===== config.mk =====
export PLATFORM = sky130hd
export DESIGN_NAME = sbc_top
export DESIGN_NICKNAME = d
export VERILOG_FILES = /design/src/logic/sbc_pkg.sv /design/src/logic/sbc_chain.sv /design/src/logic/sbc_ext.sv /design/src/logic/sbc_top.sv
export SDC_FILE = /design/constraint.sdc
export NUM_CORES = 1
export LEC_CHECK = 0
export ABC_AREA = 1
export BUFFER_PORTS_ARGS = -buffer_cell sky130_fd_sc_hd__buf_4
export CAP_MARGIN = 40
export CORE_ASPECT_RATIO = 0.9
export CORE_MARGIN = 4
export CORE_UTILIZATION = 49
export DETAILED_ROUTE_END_ITERATION = 6
export MAX_ROUTING_LAYER = met4
export PLACE_DENSITY_LB_ADDON = 0.2
export SLEW_MARGIN = 25
export SYNTH_ARGS = -nofsm -noshare
export SYNTH_HDL_FRONTEND = slang
export SYNTH_SLANG_ARGS = --single-unit
export TNS_END_PERCENT = 10

===== constraint.sdc =====
create_clock -name mclk -period 6.35 [get_ports mclk]
set_clock_uncertainty 0.1 [all_clocks]
set_input_delay 0.9525 -clock mclk [delete_from_list [all_inputs] [get_ports mclk]]
set_output_delay 0.9525 -clock mclk [all_outputs]
set_load 0.005 [all_outputs]

===== src/logic/sbc_pkg.sv =====
// package for the sequential break channel block: channel numbering, sequence modes,
// action codes and the channel capability masks.
// assumes match pulses arrive already synchronous to mclk from the comparators.
package sbc_pkg;

  localparam int NCH = 12;
  localparam int PW  = 4;

  // channel indices, zero based: channel n sits at bit n-1
  localparam int C1  = 0;
  localparam int C2  = 1;
  localparam int C3  = 2;
  localparam int C4  = 3;
  localparam int C5  = 4;
  localparam int C6  = 5;
  localparam int C8  = 7;
  localparam int C9  = 8;
  localparam int C10 = 9;
  localparam int C11 = 10;

  // channels able to trace (5, 6, 8, 9, 12) and the one with break fixed (7)
  localparam logic [NCH-1:0] TRACE_CAP = 12'h9b0;
  localparam logic [NCH-1:0] SYS_CH    = 12'h180;
  localparam logic [NCH-1:0] BRK_ONLY  = 12'h040;

  // prerequisite code: 0 none, 1..12 channel, 13 cpu match flag
  localparam logic [PW-1:0] PRE_NONE = 4'h0;
  localparam logic [PW-1:0] PRE_FLAG = 4'hd;

  // flag action per channel
  localparam logic [1:0] FLG_NONE = 2'h0;
  localparam logic [1:0] FLG_SET  = 2'h1;
  localparam logic [1:0] FLG_CLR  = 2'h2;

  typedef enum logic [3:0] {
    SBC_CPU_OFF, SBC_C2_1, SBC_C4_3, SBC_C6_5, SBC_C11_10,
    SBC_C3_1, SBC_C4_1, SBC_C5_1, SBC_C6_1, SBC_C10_1, SBC_C11_1, SBC_CPU_EXT
  } sbc_cpu_mode_e;

  typedef enum logic [1:0] {
    SBC_SYS_OFF, SBC_S9_8, SBC_S8_9, SBC_SYS_EXT
  } sbc_sys_mode_e;

endpackage


===== src/logic/sbc_chain.sv =====
// one fixed-order sequencer: steps through up to eight channel indices.
// assumes match pulses and the clear are on mclk.
`timescale 1ns/10ps
module sbc_chain (
  input  wire logic                    mclk,
  input  wire logic                    rst,
  input  wire logic                    clr,
  input  wire logic [sbc_pkg::NCH-1:0] hit,
  input  wire logic [3:0]              len,
  input  wire logic [31:0]             order,
  output logic                         done
);
  logic [3:0] step_r;
  logic [3:0] step_nxt;
  wire  [3:0] cur_ch = order[{step_r[2:0], 2'b00} +: 4];
  wire        cur_hit = hit[cur_ch];
  wire        last    = (step_r == len - 4'h1);

  // progress advances one channel per matching pulse; a mismatch leaves progress alone
  always_comb begin
    step_nxt = step_r;
    if (clr || len == 4'h0)
      step_nxt = 4'h0;
    else if (cur_hit && !last)
      step_nxt = step_r + 4'h1;
  end

  assign done = (len != 4'h0) && cur_hit && last && !clr;

  always_ff @(posedge mclk) begin
    if (rst)
      step_r <= 4'h0;
    else
      step_r <= step_nxt;
  end
endmodule


===== src/logic/sbc_ext.sv =====
// extended-mode sequencer: per channel prerequisite and cpu match flag handling.
// assumes configuration is steady while armed.
`timescale 1ns/10ps
module sbc_ext (
  input  wire logic                         mclk,
  input  wire logic                         rst,
  input  wire logic                         en,
  input  wire logic                         clr,
  input  wire logic [sbc_pkg::NCH-1:0]      scope,
  input  wire logic [sbc_pkg::NCH-1:0]      hit,
  input  wire logic [sbc_pkg::NCH*4-1:0]    pre_sel,
  input  wire logic [sbc_pkg::NCH*2-1:0]    flg_act,
  output logic [sbc_pkg::NCH-1:0]           fired,
  output logic [sbc_pkg::NCH-1:0]           is_pre,
  output logic                              flag
);
  logic [sbc_pkg::NCH-1:0] seen_r;
  logic                    flag_r;
  logic [sbc_pkg::NCH-1:0] set_v;
  logic [sbc_pkg::NCH-1:0] clr_v;

  genvar g;
  generate
    for (g = 0; g < sbc_pkg::NCH; g++) begin : g_ch
      wire [3:0] p  = pre_sel[g*4 +: 4];
      wire       ok = (p == sbc_pkg::PRE_NONE) ? 1'b1 :
                      (p == sbc_pkg::PRE_FLAG) ? flag_r :
                      (p <= 4'(sbc_pkg::NCH))  ? seen_r[p - 4'h1] : 1'b0;
      assign fired[g] = en && scope[g] && hit[g] && ok;
      assign set_v[g] = fired[g] && flg_act[g*2 +: 2] == sbc_pkg::FLG_SET;
      assign clr_v[g] = fired[g] && flg_act[g*2 +: 2] == sbc_pkg::FLG_CLR;
      assign is_pre[g] = en && scope[g] &&
                         (|{pre_sel[0*4 +: 4] == 4'(g+1), pre_sel[1*4 +: 4] == 4'(g+1),
                            pre_sel[2*4 +: 4] == 4'(g+1), pre_sel[3*4 +: 4] == 4'(g+1),
                            pre_sel[4*4 +: 4] == 4'(g+1), pre_sel[5*4 +: 4] == 4'(g+1),
                            pre_sel[6*4 +: 4] == 4'(g+1), pre_sel[7*4 +: 4] == 4'(g+1),
                            pre_sel[8*4 +: 4] == 4'(g+1), pre_sel[9*4 +: 4] == 4'(g+1),
                            pre_sel[10*4 +: 4] == 4'(g+1), pre_sel[11*4 +: 4] == 4'(g+1)});
    end
  endgenerate

  assign flag = flag_r;

  always_ff @(posedge mclk) begin
    if (rst || clr || !en) begin
      seen_r <= '0;
      flag_r <= 1'b0;
    end else begin
      seen_r <= seen_r | fired;
      if (|set_v)
        flag_r <= 1'b1;
      else if (|clr_v)
        flag_r <= 1'b0;
    end
  end
endmodule


===== src/logic/sbc_top.sv =====
// top of the sequential break channel block: mode decode, fixed chains, extended
// sequencing and per channel actions.
// assumes channel match pulses are one mclk cycle wide and come from same-clock logic;
// configuration inputs are static while armed.
`timescale 1ns/10ps
module sbc_top (
  input  wire logic                        mclk,
  input  wire logic                        rst,
  input  wire logic [sbc_pkg::NCH-1:0]     ch_hit,
  input  wire logic [3:0]                  cpu_mode,
  input  wire logic [1:0]                  sys_mode,
  input  wire logic [sbc_pkg::NCH-1:0]     act_break,
  input  wire logic [sbc_pkg::NCH-1:0]     act_trace,
  input  wire logic [sbc_pkg::NCH-1:0]     act_perf_start,
  input  wire logic [sbc_pkg::NCH-1:0]     act_perf_end,
  input  wire logic [sbc_pkg::NCH*4-1:0]   prerequisite_channel,
  input  wire logic [sbc_pkg::NCH*2-1:0]   flag_action,
  output logic                             brk_req,
  output logic [sbc_pkg::NCH-1:0]          trace_req,
  output logic                             perf_start,
  output logic                             perf_end,
  output logic                             cpu_match_flag
);
  // ------------------------------------------------------------
  // mode decode
  // ------------------------------------------------------------
  sbc_pkg::sbc_cpu_mode_e cmode;
  sbc_pkg::sbc_sys_mode_e smode;
  assign cmode = sbc_pkg::sbc_cpu_mode_e'(cpu_mode);
  assign smode = sbc_pkg::sbc_sys_mode_e'(sys_mode);

  logic [3:0]  clen;
  logic [31:0] cord;
  logic [3:0]  slen;
  logic [31:0] sord;

  // channel orders packed four bits per step, first channel in the low nibble
  always_comb begin
    clen = 4'h0;
    cord = 32'h0;
    case (cmode)
      sbc_pkg::SBC_C2_1:   begin clen = 4'h2; cord = 32'h0000_0001; end
      sbc_pkg::SBC_C4_3:   begin clen = 4'h2; cord = 32'h0000_0023; end
      sbc_pkg::SBC_C6_5:   begin clen = 4'h2; cord = 32'h0000_0045; end
      sbc_pkg::SBC_C11_10: begin clen = 4'h2; cord = 32'h0000_009a; end
      sbc_pkg::SBC_C3_1:   begin clen = 4'h3; cord = 32'h0000_0012; end
      sbc_pkg::SBC_C4_1:   begin clen = 4'h4; cord = 32'h0000_0123; end
      sbc_pkg::SBC_C5_1:   begin clen = 4'h5; cord = 32'h0001_2345 >> 4; end
      sbc_pkg::SBC_C6_1:   begin clen = 4'h6; cord = 32'h0001_2345; end
      sbc_pkg::SBC_C10_1:  begin clen = 4'h7; cord = 32'h0012_3459; end
      sbc_pkg::SBC_C11_1:  begin clen = 4'h8; cord = 32'h0123_459a; end
      default:             begin clen = 4'h0; cord = 32'h0; end
    endcase
  end

  always_comb begin
    slen = 4'h0;
    sord = 32'h0;
    case (smode)
      sbc_pkg::SBC_S9_8: begin slen = 4'h2; sord = 32'h0000_0078; end
      sbc_pkg::SBC_S8_9: begin slen = 4'h2; sord = 32'h0000_0087; end
      default:           begin slen = 4'h0; sord = 32'h0; end
    endcase
  end

  // ------------------------------------------------------------
  // sequencers
  // ------------------------------------------------------------
  logic brk_r;
  wire  cpu_done;
  wire  sys_done;
  wire  cpu_ext = (cmode == sbc_pkg::SBC_CPU_EXT);
  wire  sys_ext = (smode == sbc_pkg::SBC_SYS_EXT);

  sbc_chain u_cpu_chain (
    .mclk  (mclk),
    .rst   (rst),
    .clr   (brk_r),
    .hit   (ch_hit),
    .len   (clen),
    .order (cord),
    .done  (cpu_done)
  );

  sbc_chain u_sys_chain (
    .mclk  (mclk),
    .rst   (rst),
    .clr   (brk_r),
    .hit   (ch_hit),
    .len   (slen),
    .order (sord),
    .done  (sys_done)
  );

  wire [sbc_pkg::NCH-1:0] ext_scope = (cpu_ext ? ~sbc_pkg::SYS_CH : '0) | (sys_ext ? sbc_pkg::SYS_CH : '0);
  wire [sbc_pkg::NCH-1:0] ext_fired;
  wire [sbc_pkg::NCH-1:0] ext_pre;
  wire                    ext_flag;

  sbc_ext u_ext (
    .mclk    (mclk),
    .rst     (rst),
    .en      (cpu_ext || sys_ext),
    .clr     (brk_r),
    .scope   (ext_scope),
    .hit     (ch_hit),
    .pre_sel (prerequisite_channel),
    .flg_act (flag_action),
    .fired   (ext_fired),
    .is_pre  (ext_pre),
    .flag    (ext_flag)
  );

  // ------------------------------------------------------------
  // actions
  // ------------------------------------------------------------
  // channels owned by a fixed chain break only through that chain
  wire [sbc_pkg::NCH-1:0] seq_owned;
  wire [sbc_pkg::NCH-1:0] eff_hit;
  wire [sbc_pkg::NCH-1:0] brk_en;
  genvar g;
  generate
    for (g = 0; g < sbc_pkg::NCH; g++) begin : g_own
      // only steps below the chain length count: unused nibbles read as channel 1
      wire in_c = (clen > 4'h0 && cord[3:0] == 4'(g)) || (clen > 4'h1 && cord[7:4] == 4'(g)) ||
                  (clen > 4'h2 && cord[11:8] == 4'(g)) || (clen > 4'h3 && cord[15:12] == 4'(g)) ||
                  (clen > 4'h4 && cord[19:16] == 4'(g)) || (clen > 4'h5 && cord[23:20] == 4'(g)) ||
                  (clen > 4'h6 && cord[27:24] == 4'(g)) || (clen > 4'h7 && cord[31:28] == 4'(g));
      wire in_s = (slen != 4'h0) && (g == sbc_pkg::C8 || g == sbc_pkg::C9);
      assign seq_owned[g] = in_c || in_s;
    end
  endgenerate

  // in extended scope a channel counts only when fired and not a prerequisite
  assign eff_hit = (ch_hit & ~ext_scope) | (ext_fired & ~ext_pre);
  // break where the channel allows it
  assign brk_en  = (act_break | sbc_pkg::BRK_ONLY) & ~seq_owned;

  wire brk_nxt = !brk_r && ((|(eff_hit & brk_en)) || cpu_done || sys_done);
  wire [sbc_pkg::NCH-1:0] trace_nxt = eff_hit & act_trace & sbc_pkg::TRACE_CAP;
  wire ps_nxt = |(eff_hit & act_perf_start & ~sbc_pkg::BRK_ONLY);
  wire pe_nxt = |(eff_hit & act_perf_end & ~sbc_pkg::BRK_ONLY);

  always_ff @(posedge mclk) begin
    if (rst) begin
      brk_r      <= 1'b0;
      trace_req  <= '0;
      perf_start <= 1'b0;
      perf_end   <= 1'b0;
    end else begin
      brk_r      <= brk_nxt;
      trace_req  <= trace_nxt;
      perf_start <= ps_nxt;
      perf_end   <= pe_nxt;
    end
  end

  always_ff @(posedge mclk) begin
    if (rst)
      cpu_match_flag <= 1'b0;
    else
      cpu_match_flag <= ext_flag;
  end

  assign brk_req = brk_r;
endmodule


==> reports/summary.txt, run 1 <==
CP Class: input pin to flip-flop
Total buffers and inverters traversed by the critical path: 3
Multi-input combinational cell area: 6110 um^2
Main combinational cell family by area after synthesis: simple AND/OR/NAND/NOR gates
Die Height: 126 um
Register Area: 601 um^2
Count of distinct cell types in the synthesized netlist: 38
Die outline width: 140 um
Number of buffers added by the clock tree synthesis step: 5
Nets: 1,779
Net switching power figure: 461 uW
Max-slew headroom at the worst pin: 0.366
Overall overflow remaining after global route: 0
Critical Path Slowest Stage Cell: clkinv_1
Number of synthesized flops with an enable pin: 0
Crit path time final: 3.40 ns
Required arrival time at the worst endpoint: 6.47 ns
Cells along the critical path: buf_4, ha_1, inv_1, nor2_2, clkinv_1, nor2_1, nand3_1, nand2_1, nand2_1, nand2_1, nor2_1, nand3_1, nor2_1, nor2_1
Global routing's busiest layer: met2
Synthesized area per cell: 5.25 um^2
Via Count: 9,964
Main area contributors after synthesis: nand2_1 (23%), nand3_1 (16%), ha_1 (12%), inv_1 (8.6%), dfxtp_1 (7.9%)
Largest delay contributor family on the critical path: simple AND/OR/NAND/NOR gates
Clock root buffer: clkbuf_16
RSZ-0062 raised after global routing: no
Buffer count from post-CTS setup fixing: 0
Sequential Power Share: 0.199
Number of endpoints failing setup at the final stage: 0
Core footprint: 15,300 um^2
Placer's final routability congestion estimate: 1.05
LEAKAGE: 4.67 nW
Startpoint type of the worst setup path: input pin
Part of the power in combinational logic: 0.557
Post-synthesis xor/xnor area fraction: 0.0332
Number of sinks on the clock net: 30
Post-synthesis instance area: 7640 um^2
Buffer levels on the longest clock path: 2
Pwr Density: 114 nW/um^2
Most prevalent standard cell on the critical path: nor2_1
Average routed wire per standard cell: 16.3 um
Global routing usage on met1: 0.454
CP arrival: 3.52 ns
Worst Setup Slack post-DPL: 2.71 ns
Simple-Gate Fraction of Synth Area: 0.533
Detailed-route DRC error count: 0
Clock tree from TritonCTS: done
First-pass GRT wire length: 44,800 um
Maximum operating frequency: 0.294 GHz
Class of the tightest hold or removal check: flip-flop to flip-flop
Detailed-router iteration count before antenna repair: 5
Synth Flop Type: dfxtp_1
Largest area contributor in the netlist: nand2_1
Share of total power in the clock network: 0.244
Setup TNS: 0 ns
Share of synthesized cell area in full adder, half adder and majority cells: 0.121
Number of violations reported at the end of detailed-routing iteration 0: 998
Final ANT Viol Nets: 0
Hold Buf Count CTS: 0
Status: finished, final reports clean
Period Utilization, post-route: 0.535
Most common cell after layout, fill and taps aside: nand2_1
Slack of the critical path: 2.95 ns
Flip-flop and latch count after synthesis: 30
Area fraction in compound gates after synthesis: 0.109
Overall Power: 1.02 mW
Final hold violation count: 0
Clock transition at the registers of the reported paths: 0.06 ns
Commonest cells after routing, fill and taps aside: nand2_1 (466), nand3_1 (249), inv_1 (176), nor2_1 (146), buf_4 (139)
Number of placement rows: 43
Switching share of power: 0.453
Met2 track demand over resource in global routing: 0.462
Portion of netlist area occupied by mux cells: 0
Detail Placement HPWL: 22,800 um
Wirelength, routed: 28,700 um
Vias per cell: 5.64
Synth top area share: 0.229
Internal Pwr Total: 557 uW
Area enclosed by the die boundary: 17,700 um^2
Worst hold slack: 0.378 ns
IO Port Bufs: 138
Global Route met3 Usage: 0.0682
Proportion of layout cells with a drive suffix above 1: 0.118
Ports: 156
Cell count after synthesis: 1,457
Global-route total usage across every layer: 0.319
H-tree level count: 2
Fin. max-slew vios: 0
Fill cell count: 1,629
Transition time at the pin with the least slew margin: 0.949 ns
Synth Warn #: 0
Category of the worst setup path capture point: flip-flop
Max rail drop VDD: 0.0857 mV
Growth of design area from synthesis to finish: 16.5%
Clock latency on the worst-skew pair: 0.28 ns
Post-cts sizing count: 0
Critical path fanouts, max: 18
Initial Utilization: 0.498
Via count of the first global-routing pass: 8,674
Portion of the post-synthesis area used by sequential elements: 0.0786
Antenna violations before repair: 0
Fraction of synthesis flops using an asynchronous set or reset pin: 0
Antenna diodes: 0
Maximum number of pins on one net before global-route repair: 19
Highest cell delay on the worst timing path: 0.54 ns
Total of max-cap violations: 0
[synthesized netlist by cell type, types with 6 or more instances]
library cell	n
a31oi_1	15
clkbuf_1	23
o21ai_0	44
nor3_1	13
buf_1	7
nand2_2	10
nand4_1	27
buf_4	7
xnor2_1	11
ha_1	74
a22oi_1	10
nor2_1	146
a21oi_1	30
clkinv_1	14
nor2_2	6
o22ai_1	37
nand2_1	466
nand3_1	249
inv_1	176
xor2_1	18
dfxtp_1	30
[cell type report]
cell class,instances,area share
clock buffers,6,0.0156
well taps,202,0.0284
repair buffers,139,0.117
flip-flops and latches,30,0.0675
inverters,196,0.0829
multi-input cells,1193,0.687
clock inverters,2,0.00141
[routing by layer]
metal / wire [um] / vias to the layer above
li1: - / 4925
met1: 12800 / 4453
met2: 11900 / 530
met3: 3280 / 56
met4: 772 / 0
met5: 0 / -
[worst min-delay path, delay by kind of cell, from the launching register on]
family,cells,cell delay (ns)
buf+inv,1,0.06
flops,1,0.33
compound gates,1,0.05
[metrics by stage]
stage | utilization | std cells | cell area (um^2)
4_1_cts | 0.580 | 1768 | 8900
2_1_floorplan | - | 1463 | 7660
3_5_place_dp | 0.571 | 1760 | 8750
6_report | 0.580 | 1768 | 8900
3_3_place_gp | 0.571 | 1760 | 8750
5_1_grt | 0.580 | 1768 | 8900
[power by group through the flow]
stage          registers, mW  clock network (mW)  logic [mW]
5_1_grt                0.204               0.256       0.632
3_3_place_gp           0.206                   0       0.547
3_5_place_dp           0.207                   0       0.553
2_1_floorplan          0.202                   0       0.370
6_report               0.203               0.248       0.567
4_1_cts                0.203               0.247       0.555
[logic make-up after synthesis]
family | count (synthesis)
other | 1
DFF | 30
AOI/OAI and AO/OA | 145
buffers and inverters | 240
and+or+nand+nor | 938
xor gates and xnor gates | 29
adders and majority gates | 74
[worst paths after layout]
path                          from                    end  slack, ns  cells past startpoint
max reg2reg        u_ext.seen_r[8]                brk_req       3.85                     16
min          u_sys_chain.step_r[2]  u_sys_chain.step_r[2]       0.38                      2
min reg2reg  u_sys_chain.step_r[2]  u_sys_chain.step_r[2]       0.38                      2
max                    cpu_mode[1]                brk_req       2.95                     14
[registers in the layout (all words and copies together) (netlist names)]
name / flops
u_sys_chain.step_r: 4
trace_req: 5
u_ext.seen_r: 12
cpu_match_flag: 1
brk_req: 1
u_cpu_chain.step_r: 4
u_ext.flag: 1
perf_end: 1
perf_start: 1
Power figures use the tool's default switching activity.
==> run 2: changes to the inputs <==
==> constraint.sdc (replaced) <==
create_clock -name mclk -period 2.9 [get_ports mclk]
set_clock_uncertainty 0.1 [all_clocks]
set_input_delay 0.435 -clock mclk [delete_from_list [all_inputs] [get_ports mclk]]
set_output_delay 0.435 -clock mclk [all_outputs]
set_load 0.005 [all_outputs]
==> reports/summary.txt, run 2 (synthesized netlist as in run 1, its figures left out) <==
Worst hold slack: 0.278 ns (-0.0995 ns)
Overall overflow remaining after global route: 0 (unchanged)
Cell Count Post-Placement: 1,800 (+2.3%)
Highest cell delay on the worst timing path: 0.33 ns (-0.21 ns)
Detailed-router iteration count before antenna repair: 5 (unchanged)
Slack of the critical path: 0.320 ns (-2.63 ns)
Number of buffers added by the clock tree synthesis step: 5 (unchanged)
Via count of the first global-routing pass: 8,875 (+2.3%)
Net switching power figure: 1.02 mW (+120%)
Number of endpoints failing setup at the final stage: 0 (unchanged)
Buffer levels on the longest clock path: 2 (unchanged)
Maximum operating frequency: 0.388 GHz
Fin. max-slew vios: 0 (unchanged)
Number of sinks on the clock net: 30 (unchanged)
CP Class: input pin to flip-flop
Maximum number of pins on one net before global-route repair: 19 (unchanged)
Flip-flop count of the largest register after layout: 12 (unchanged)
RSZ-0062 raised after global routing: no
Clock latency on the worst-skew pair: 0.28 ns (about the same)
Register Area: 601 um^2 (unchanged)
Number of cells on the worst reg-to-reg path: 17 (+1)
Hold path depth: 3 (+1)
LEAKAGE: 4.87 nW (+4.2%)
Number of placement rows: 43 (unchanged)
Cells along the critical path: buf_4, ha_1, inv_1, nor2_2, nor2_2, inv_1, ha_1, or2_2, nand2_1, nand3_1, nand4_1, nor2_1, nand2_1, nand2_1, nor2_1, nand3_1, nor2_1, nor2_1
Antenna violations before repair: 0 (unchanged)
Clock root buffer: clkbuf_16
Growth of design area from synthesis to finish: 20.4%
Largest register by flop count: u_ext.seen_r
Clock transition at the registers of the reported paths: 0.05 ns (about the same)
Nets: 1,819 (+2.2%)
Critical path fanouts, max: 7 (-11)
Clock tree from TritonCTS: done
Status: finished, final reports clean
Class of the tightest hold or removal check: input pin to flip-flop
Pwr Density: 246 nW/um^2 (+120%)
Via Count: 10,100 (+1.6%)
Die outline width: 140 um (unchanged)
Sequential Power Share: 0.192 (-0.007)
Max-slew headroom at the worst pin: 0.564 (+0.198)
Placer's final routability congestion estimate: 1.07 (+2.2%)
Cell area after layout: 9200 um^2 (+3.4%)
Largest registers: u_ext.seen_r: 12 flops, trace_req: 5 flops
Max rail drop VDD: 0.217 mV (+150%)
Detail Placement HPWL: 24,100 um (+5.9%)
CP arrival: 2.65 ns (-0.87 ns)
Proportion of layout cells with a drive suffix above 1: 0.140 (+0.0220)
Commonest cells after routing, fill and taps aside: nand2_1 (466), nand3_1 (249), buf_4 (179), inv_1 (176), nor2_1 (146)
H-tree level count: 2 (unchanged)
Final ANT Viol Nets: 0 (unchanged)
Required arrival time at the worst endpoint: 2.97 ns (-3.50 ns)
Total of max-cap violations: 0 (unchanged)
Post-cts sizing count: 0 (unchanged)
Final hold violation count: 0 (unchanged)
Number of violations reported at the end of detailed-routing iteration 0: 1,126 (+13%)
Average routed wire per standard cell: 16.5 um (+1.5%)
Initial Utilization: 0.498 (unchanged)
Buffer count from post-CTS setup fixing: 0 (unchanged)
Total buffers and inverters traversed by the critical path: 3 (unchanged)
Area enclosed by the die boundary: 17,700 um^2 (unchanged)
Antenna diodes: 0 (unchanged)
Hold Buf Count CTS: 0 (unchanged)
Most common cell after layout, fill and taps aside: nand2_1
First-pass GRT wire length: 45,900 um (+2.5%)
Detailed-route DRC error count: 0 (unchanged)
Crit path depth: 18 (+4)
Standard cell area after detailed placement: 9050 um^2 (+3.4%)
Switching share of power: 0.450 (-0.00224)
Ports: 156 (unchanged)
Die Height: 126 um (unchanged)
Period Utilization, post-route: 0.890
Largest delay contributor family on the critical path: simple AND/OR/NAND/NOR gates
Internal Pwr Total: 1.25 mW (+120%)
Category of the worst setup path capture point: flip-flop
Multi-input combinational cell area: 6110 um^2 (unchanged)
Crit path time final: 2.58 ns
Worst Setup Slack post-DPL: 0.0848 ns (-2.62 ns)
Fill cell count: 1,633 (+0.25%)
Startpoint type of the worst setup path: input pin
IO Port Bufs: 138 (unchanged)
Vias per cell: 5.60 (-0.66%)
Global-route total usage across every layer: 0.328 (+0.00843)
Wirelength, routed: 29,800 um (+3.8%)
Setup TNS: 0 ns (unchanged)
Core footprint: 15,300 um^2 (unchanged)
Transition time at the pin with the least slew margin: 0.653 ns (-0.296 ns)
Critical Path Slowest Stage Cell: or2_2
Most prevalent standard cell on the critical path: nor2_1
Part of the power in combinational logic: 0.571 (+0.014)
Non-filler instance count after layout: 1,808 (+2.3%)
Share of total power in the clock network: 0.238 (-0.006)
[run 2: routing by layer]
metal | global-route usage | up-vias | share of wire
met3 | 0.0626 | 56 | 0.11
met4 | 0.0912 | 0 | 0.030
li1 | - | 5008 | -
met2 | 0.473 | 512 | 0.42
met1 | 0.466 | 4546 | 0.45
met5 | - | - | 0
[run 2: stage by stage]
stage,util,power (mW)
6_report,0.600,2.27
5_1_grt,0.600,2.41
4_1_cts,0.600,2.23
3_5_place_dp,0.590,1.70
3_3_place_gp,0.590,1.68
2_1_floorplan,-,1.25
[run 2: path summary, 6_finish.rpt]
kind | start | slack, ns | end
setup reg to reg | u_ext.seen_r[9] | 0.41 | brk_req
setup / recovery | cpu_mode[0] | 0.32 | brk_req
hold / removal | act_trace[11] | 0.28 | trace_req[11]
hold reg to reg | u_ext.flag | 0.32 | cpu_match_flag
[run 2: final cells by class]
type                            instances  area share
Clock buffer                            6      0.0151
Tap cell                              202      0.0275
Timing Repair Buffer                  179       0.146
Multi-Input combinational cell       1193       0.664
Sequential cell                        30      0.0653
Clock inverter                          2     0.00136
Inverter                              196      0.0802
[run 2: power by group through the flow]
stage	clock [mW]	combinational [mW]	sequential [mW]
final	0.539	1.29	0.435
after global routing	0.550	1.43	0.436
after CTS	0.535	1.26	0.435
after detailed placement	0	1.26	0.444
after global placement	0	1.24	0.443
after floorplan	0	0.811	0.441
[run 2: worst register-to-register path: stages (launching register included)]
cell and delay, ns:
dfxtp_1 0.36, inv_1 0.39, buf_4 0.25, nand2_1 0.06
nand3_1 0.07, nand2_1 0.06, nand2_1 0.05, nand2_1 0.05
nand3_1 0.07, nand2_1 0.13, nand3_1 0.11, nand2_1 0.16
nand2_1 0.10, nand2_1 0.06, nor2_1 0.09, nand3_1 0.07
nor2_1 0.14, nor2_1 0.05
==> run 3: changes to the inputs <==
--- a/config.mk
+++ b/config.mk
@@ -6,12 +6,12 @@
 export NUM_CORES = 1
 export LEC_CHECK = 0
 export ABC_AREA = 1
-export BUFFER_PORTS_ARGS = -buffer_cell sky130_fd_sc_hd__buf_4
 export CAP_MARGIN = 40
 export CORE_ASPECT_RATIO = 0.9
 export CORE_MARGIN = 4
 export CORE_UTILIZATION = 49
 export DETAILED_ROUTE_END_ITERATION = 6
+export DONT_BUFFER_PORTS = 1
 export MAX_ROUTING_LAYER = met4
 export PLACE_DENSITY_LB_ADDON = 0.2
 export SLEW_MARGIN = 25
==> reports/summary.txt, run 3 (synthesized netlist as in run 1, its figures left out) <==
Worst Setup Slack post-DPL: 0.171 ns (+0.0861 ns)
Transition time at the pin with the least slew margin: 0.703 ns (+0.0501 ns)
Pwr Density: 259 nW/um^2 (+5.0%)
Total of max-cap violations: 0 (unchanged)
Startpoint type of the worst setup path: input pin
Detailed-route DRC error count: 0 (unchanged)
Beginning of the worst hold path: rst
Number of placement rows: 43 (unchanged)
Number of endpoints failing setup at the final stage: 0 (unchanged)
Initial Utilization: 0.498 (unchanged)
Max rail drop VDD: 0.499 mV (+130%)
CP Class: input pin to flip-flop
Reg-to-reg startpoint: u_ext.seen_r[8]
Clock transition at the registers of the reported paths: 0.05 ns (about the same)
Detailed-router iteration count before antenna repair: 6 (+1)
Via count of the first global-routing pass: 8,255 (-7.0%)
Antenna diodes: 0 (unchanged)
Maximum number of pins on one net before global-route repair: 19 (unchanged)
Highest cell delay on the worst timing path: 0.24 ns (-0.09 ns)
Final ANT Viol Nets: 0 (unchanged)
Cell Count Post-Placement: 1,648 (-8.4%)
Slack of the critical path: 0.412 ns (+0.0916 ns)
End of the worst register-to-register path: perf_start
Number of buffers added by the clock tree synthesis step: 5 (unchanged)
Clock latency on the worst-skew pair: 0.28 ns (about the same)
Clock root buffer: clkbuf_16
Status: finished, final reports clean
Register-to-register setup slack: 0.46 ns (+0.05 ns)
Required arrival time at the worst endpoint: 2.97 ns (about the same)
Largest registers: u_ext.seen_r: 12 flops, trace_req: 5 flops
Die outline width: 140 um (unchanged)
Buffer levels on the longest clock path: 2 (unchanged)
Largest register by flop count: u_ext.seen_r
Number of violations reported at the end of detailed-routing iteration 0: 1,035 (-8.1%)
Crit path time final: 2.49 ns (-0.0916 ns)
Hold Buf Count CTS: 0 (unchanged)
Vias per cell: 5.76 (+2.8%)
RSZ-0062 raised after global routing: no
Number of sinks on the clock net: 30 (unchanged)
Post-cts sizing count: 0 (unchanged)
Die Height: 126 um (unchanged)
Worst hold slack: 0.124 ns (-0.154 ns)
Average routed wire per standard cell: 18.0 um (+8.8%)
H-tree level count: 2 (unchanged)
Hold path depth: 1 (-2)
Via Count: 9,535 (-5.8%)
Fin. max-slew vios: 0 (unchanged)
Core footprint: 15,300 um^2 (unchanged)
Most common cell after layout, fill and taps aside: nand2_1
Flip-flop count of the largest register after layout: 12 (unchanged)
Area enclosed by the die boundary: 17,700 um^2 (unchanged)
CP arrival: 2.56 ns (-0.09 ns)
Critical path fanouts, max: 10 (+3)
Detail Placement HPWL: 24,400 um (+0.99%)
Overall Power: 2.09 mW (-7.8%)
Cells along the critical path: inv_2, ha_1, inv_1, nor2_2, nor2_2, buf_4, ha_1, nand2_1, nand3_1, o22ai_1, nor2_1, nand2_1, nand2_1, nor2_1, nand3_1, nor2_1, nor2_1
Category of the worst setup path capture point: flip-flop
Final hold violation count: 0 (unchanged)
Antenna violations before repair: 0 (unchanged)
Maximum operating frequency: 0.402 GHz (+3.7%)
Setup TNS: 0 ns (unchanged)
Global-route total usage across every layer: 0.326 (-0.00174)
Growth of design area from synthesis to finish: 5.65%
Overall overflow remaining after global route: 0 (unchanged)
Ports: 156 (unchanged)
Critical Path Slowest Stage Cell: nand2_1
First-pass GRT wire length: 45,400 um (-1.1%)
Class of the tightest hold or removal check: input pin to flip-flop
Proportion of layout cells with a drive suffix above 1: 0.0495 (-0.0906)
Clock tree from TritonCTS: done
Placer's final routability congestion estimate: 1.08 (+0.74%)
Wirelength, routed: 29,700 um (-0.34%)
LEAKAGE: 4.14 nW (-15%)
Max-slew headroom at the worst pin: 0.531 (-0.0334)
Period Utilization, post-route: 0.858 (-0.0316)
IO Port Bufs: 0 (-100%)
Worst hold endpoint: trace_req[11]
Most prevalent standard cell on the critical path: nor2_1
Nets: 1,667 (-8.4%)
Non-filler instance count after layout: 1,656 (-8.4%)
Number of cells on the worst reg-to-reg path: 16 (-1)
Buffer count from post-CTS setup fixing: 0 (unchanged)
Commonest cells after routing, fill and taps aside: nand2_1 (466), nand3_1 (249), inv_1 (176), nor2_1 (146), ha_1 (74)
[run 3: changes by cell type in the layout (fill, tap and decap cells not counted), sizes merged]
cell | previous run | this run
buf | 179 | 27
bufinv | 0 | 1
clkinv | 15 | 14
[run 3: routing by layer]
metal | share of wire | global-route usage | wire (um) | up-vias
met3 | 0.12 | 0.0841 | 3680 | 37
met2 | 0.42 | 0.471 | 12400 | 510
met5 | 0 | - | 0 | -
met1 | 0.44 | 0.469 | 13200 | 4281
met4 | 0.016 | 0.0422 | 476 | 0
li1 | - | - | - | 4707
[run 3: power breakdown]
part	switching [mW]	internal [mW]	leakage [nW]
logic	0.698	0.355	3.82
registers	0.0117	0.426	0.244
clock network	0.195	0.405	0.0771
total	0.905	1.19	4.14
[run 3: metrics by stage]
stage / utilization / area (um^2)
after floorplan: - / 7660
after global placement: 0.516 / 7910
after detailed placement: 0.516 / 7910
after CTS: 0.527 / 8070
after global routing: 0.527 / 8070
final: 0.527 / 8070
[run 3: cell type report]
cell class / instances / area [um^2]
Timing Repair Buffer: 27 / 203
Fill cell: 1658 / 7260
Sequential cell: 30 / 601
Multi-Input combinational cell: 1193 / 6110
Inverter: 196 / 738
Tap cell: 202 / 253
Clock buffer: 6 / 129
Clock inverter: 2 / 37.5
[run 3: worst max-delay path, delay by kind of cell]
family,cells,cell delay (ns)
buf+inv,3,0.28
fa+ha+maj,2,0.37
compound gates,1,0.20
simple gates,11,1.27
[run 3: how the worst max path moves through the flow]
stage                      startpoint                     to  slack [ns]  depth (start not counted)
after global routing      cpu_mode[0]                brk_req        0.15                         17
final                     cpu_mode[1]                brk_req        0.41                         17
after floorplan           cpu_mode[0]  u_cpu_chain.step_r[0]        0.34                         13
after CTS                 cpu_mode[0]                brk_req        0.46                         19
after detailed placement  cpu_mode[0]                brk_req        0.17                         19
after global placement    cpu_mode[0]                brk_req        0.14                         19
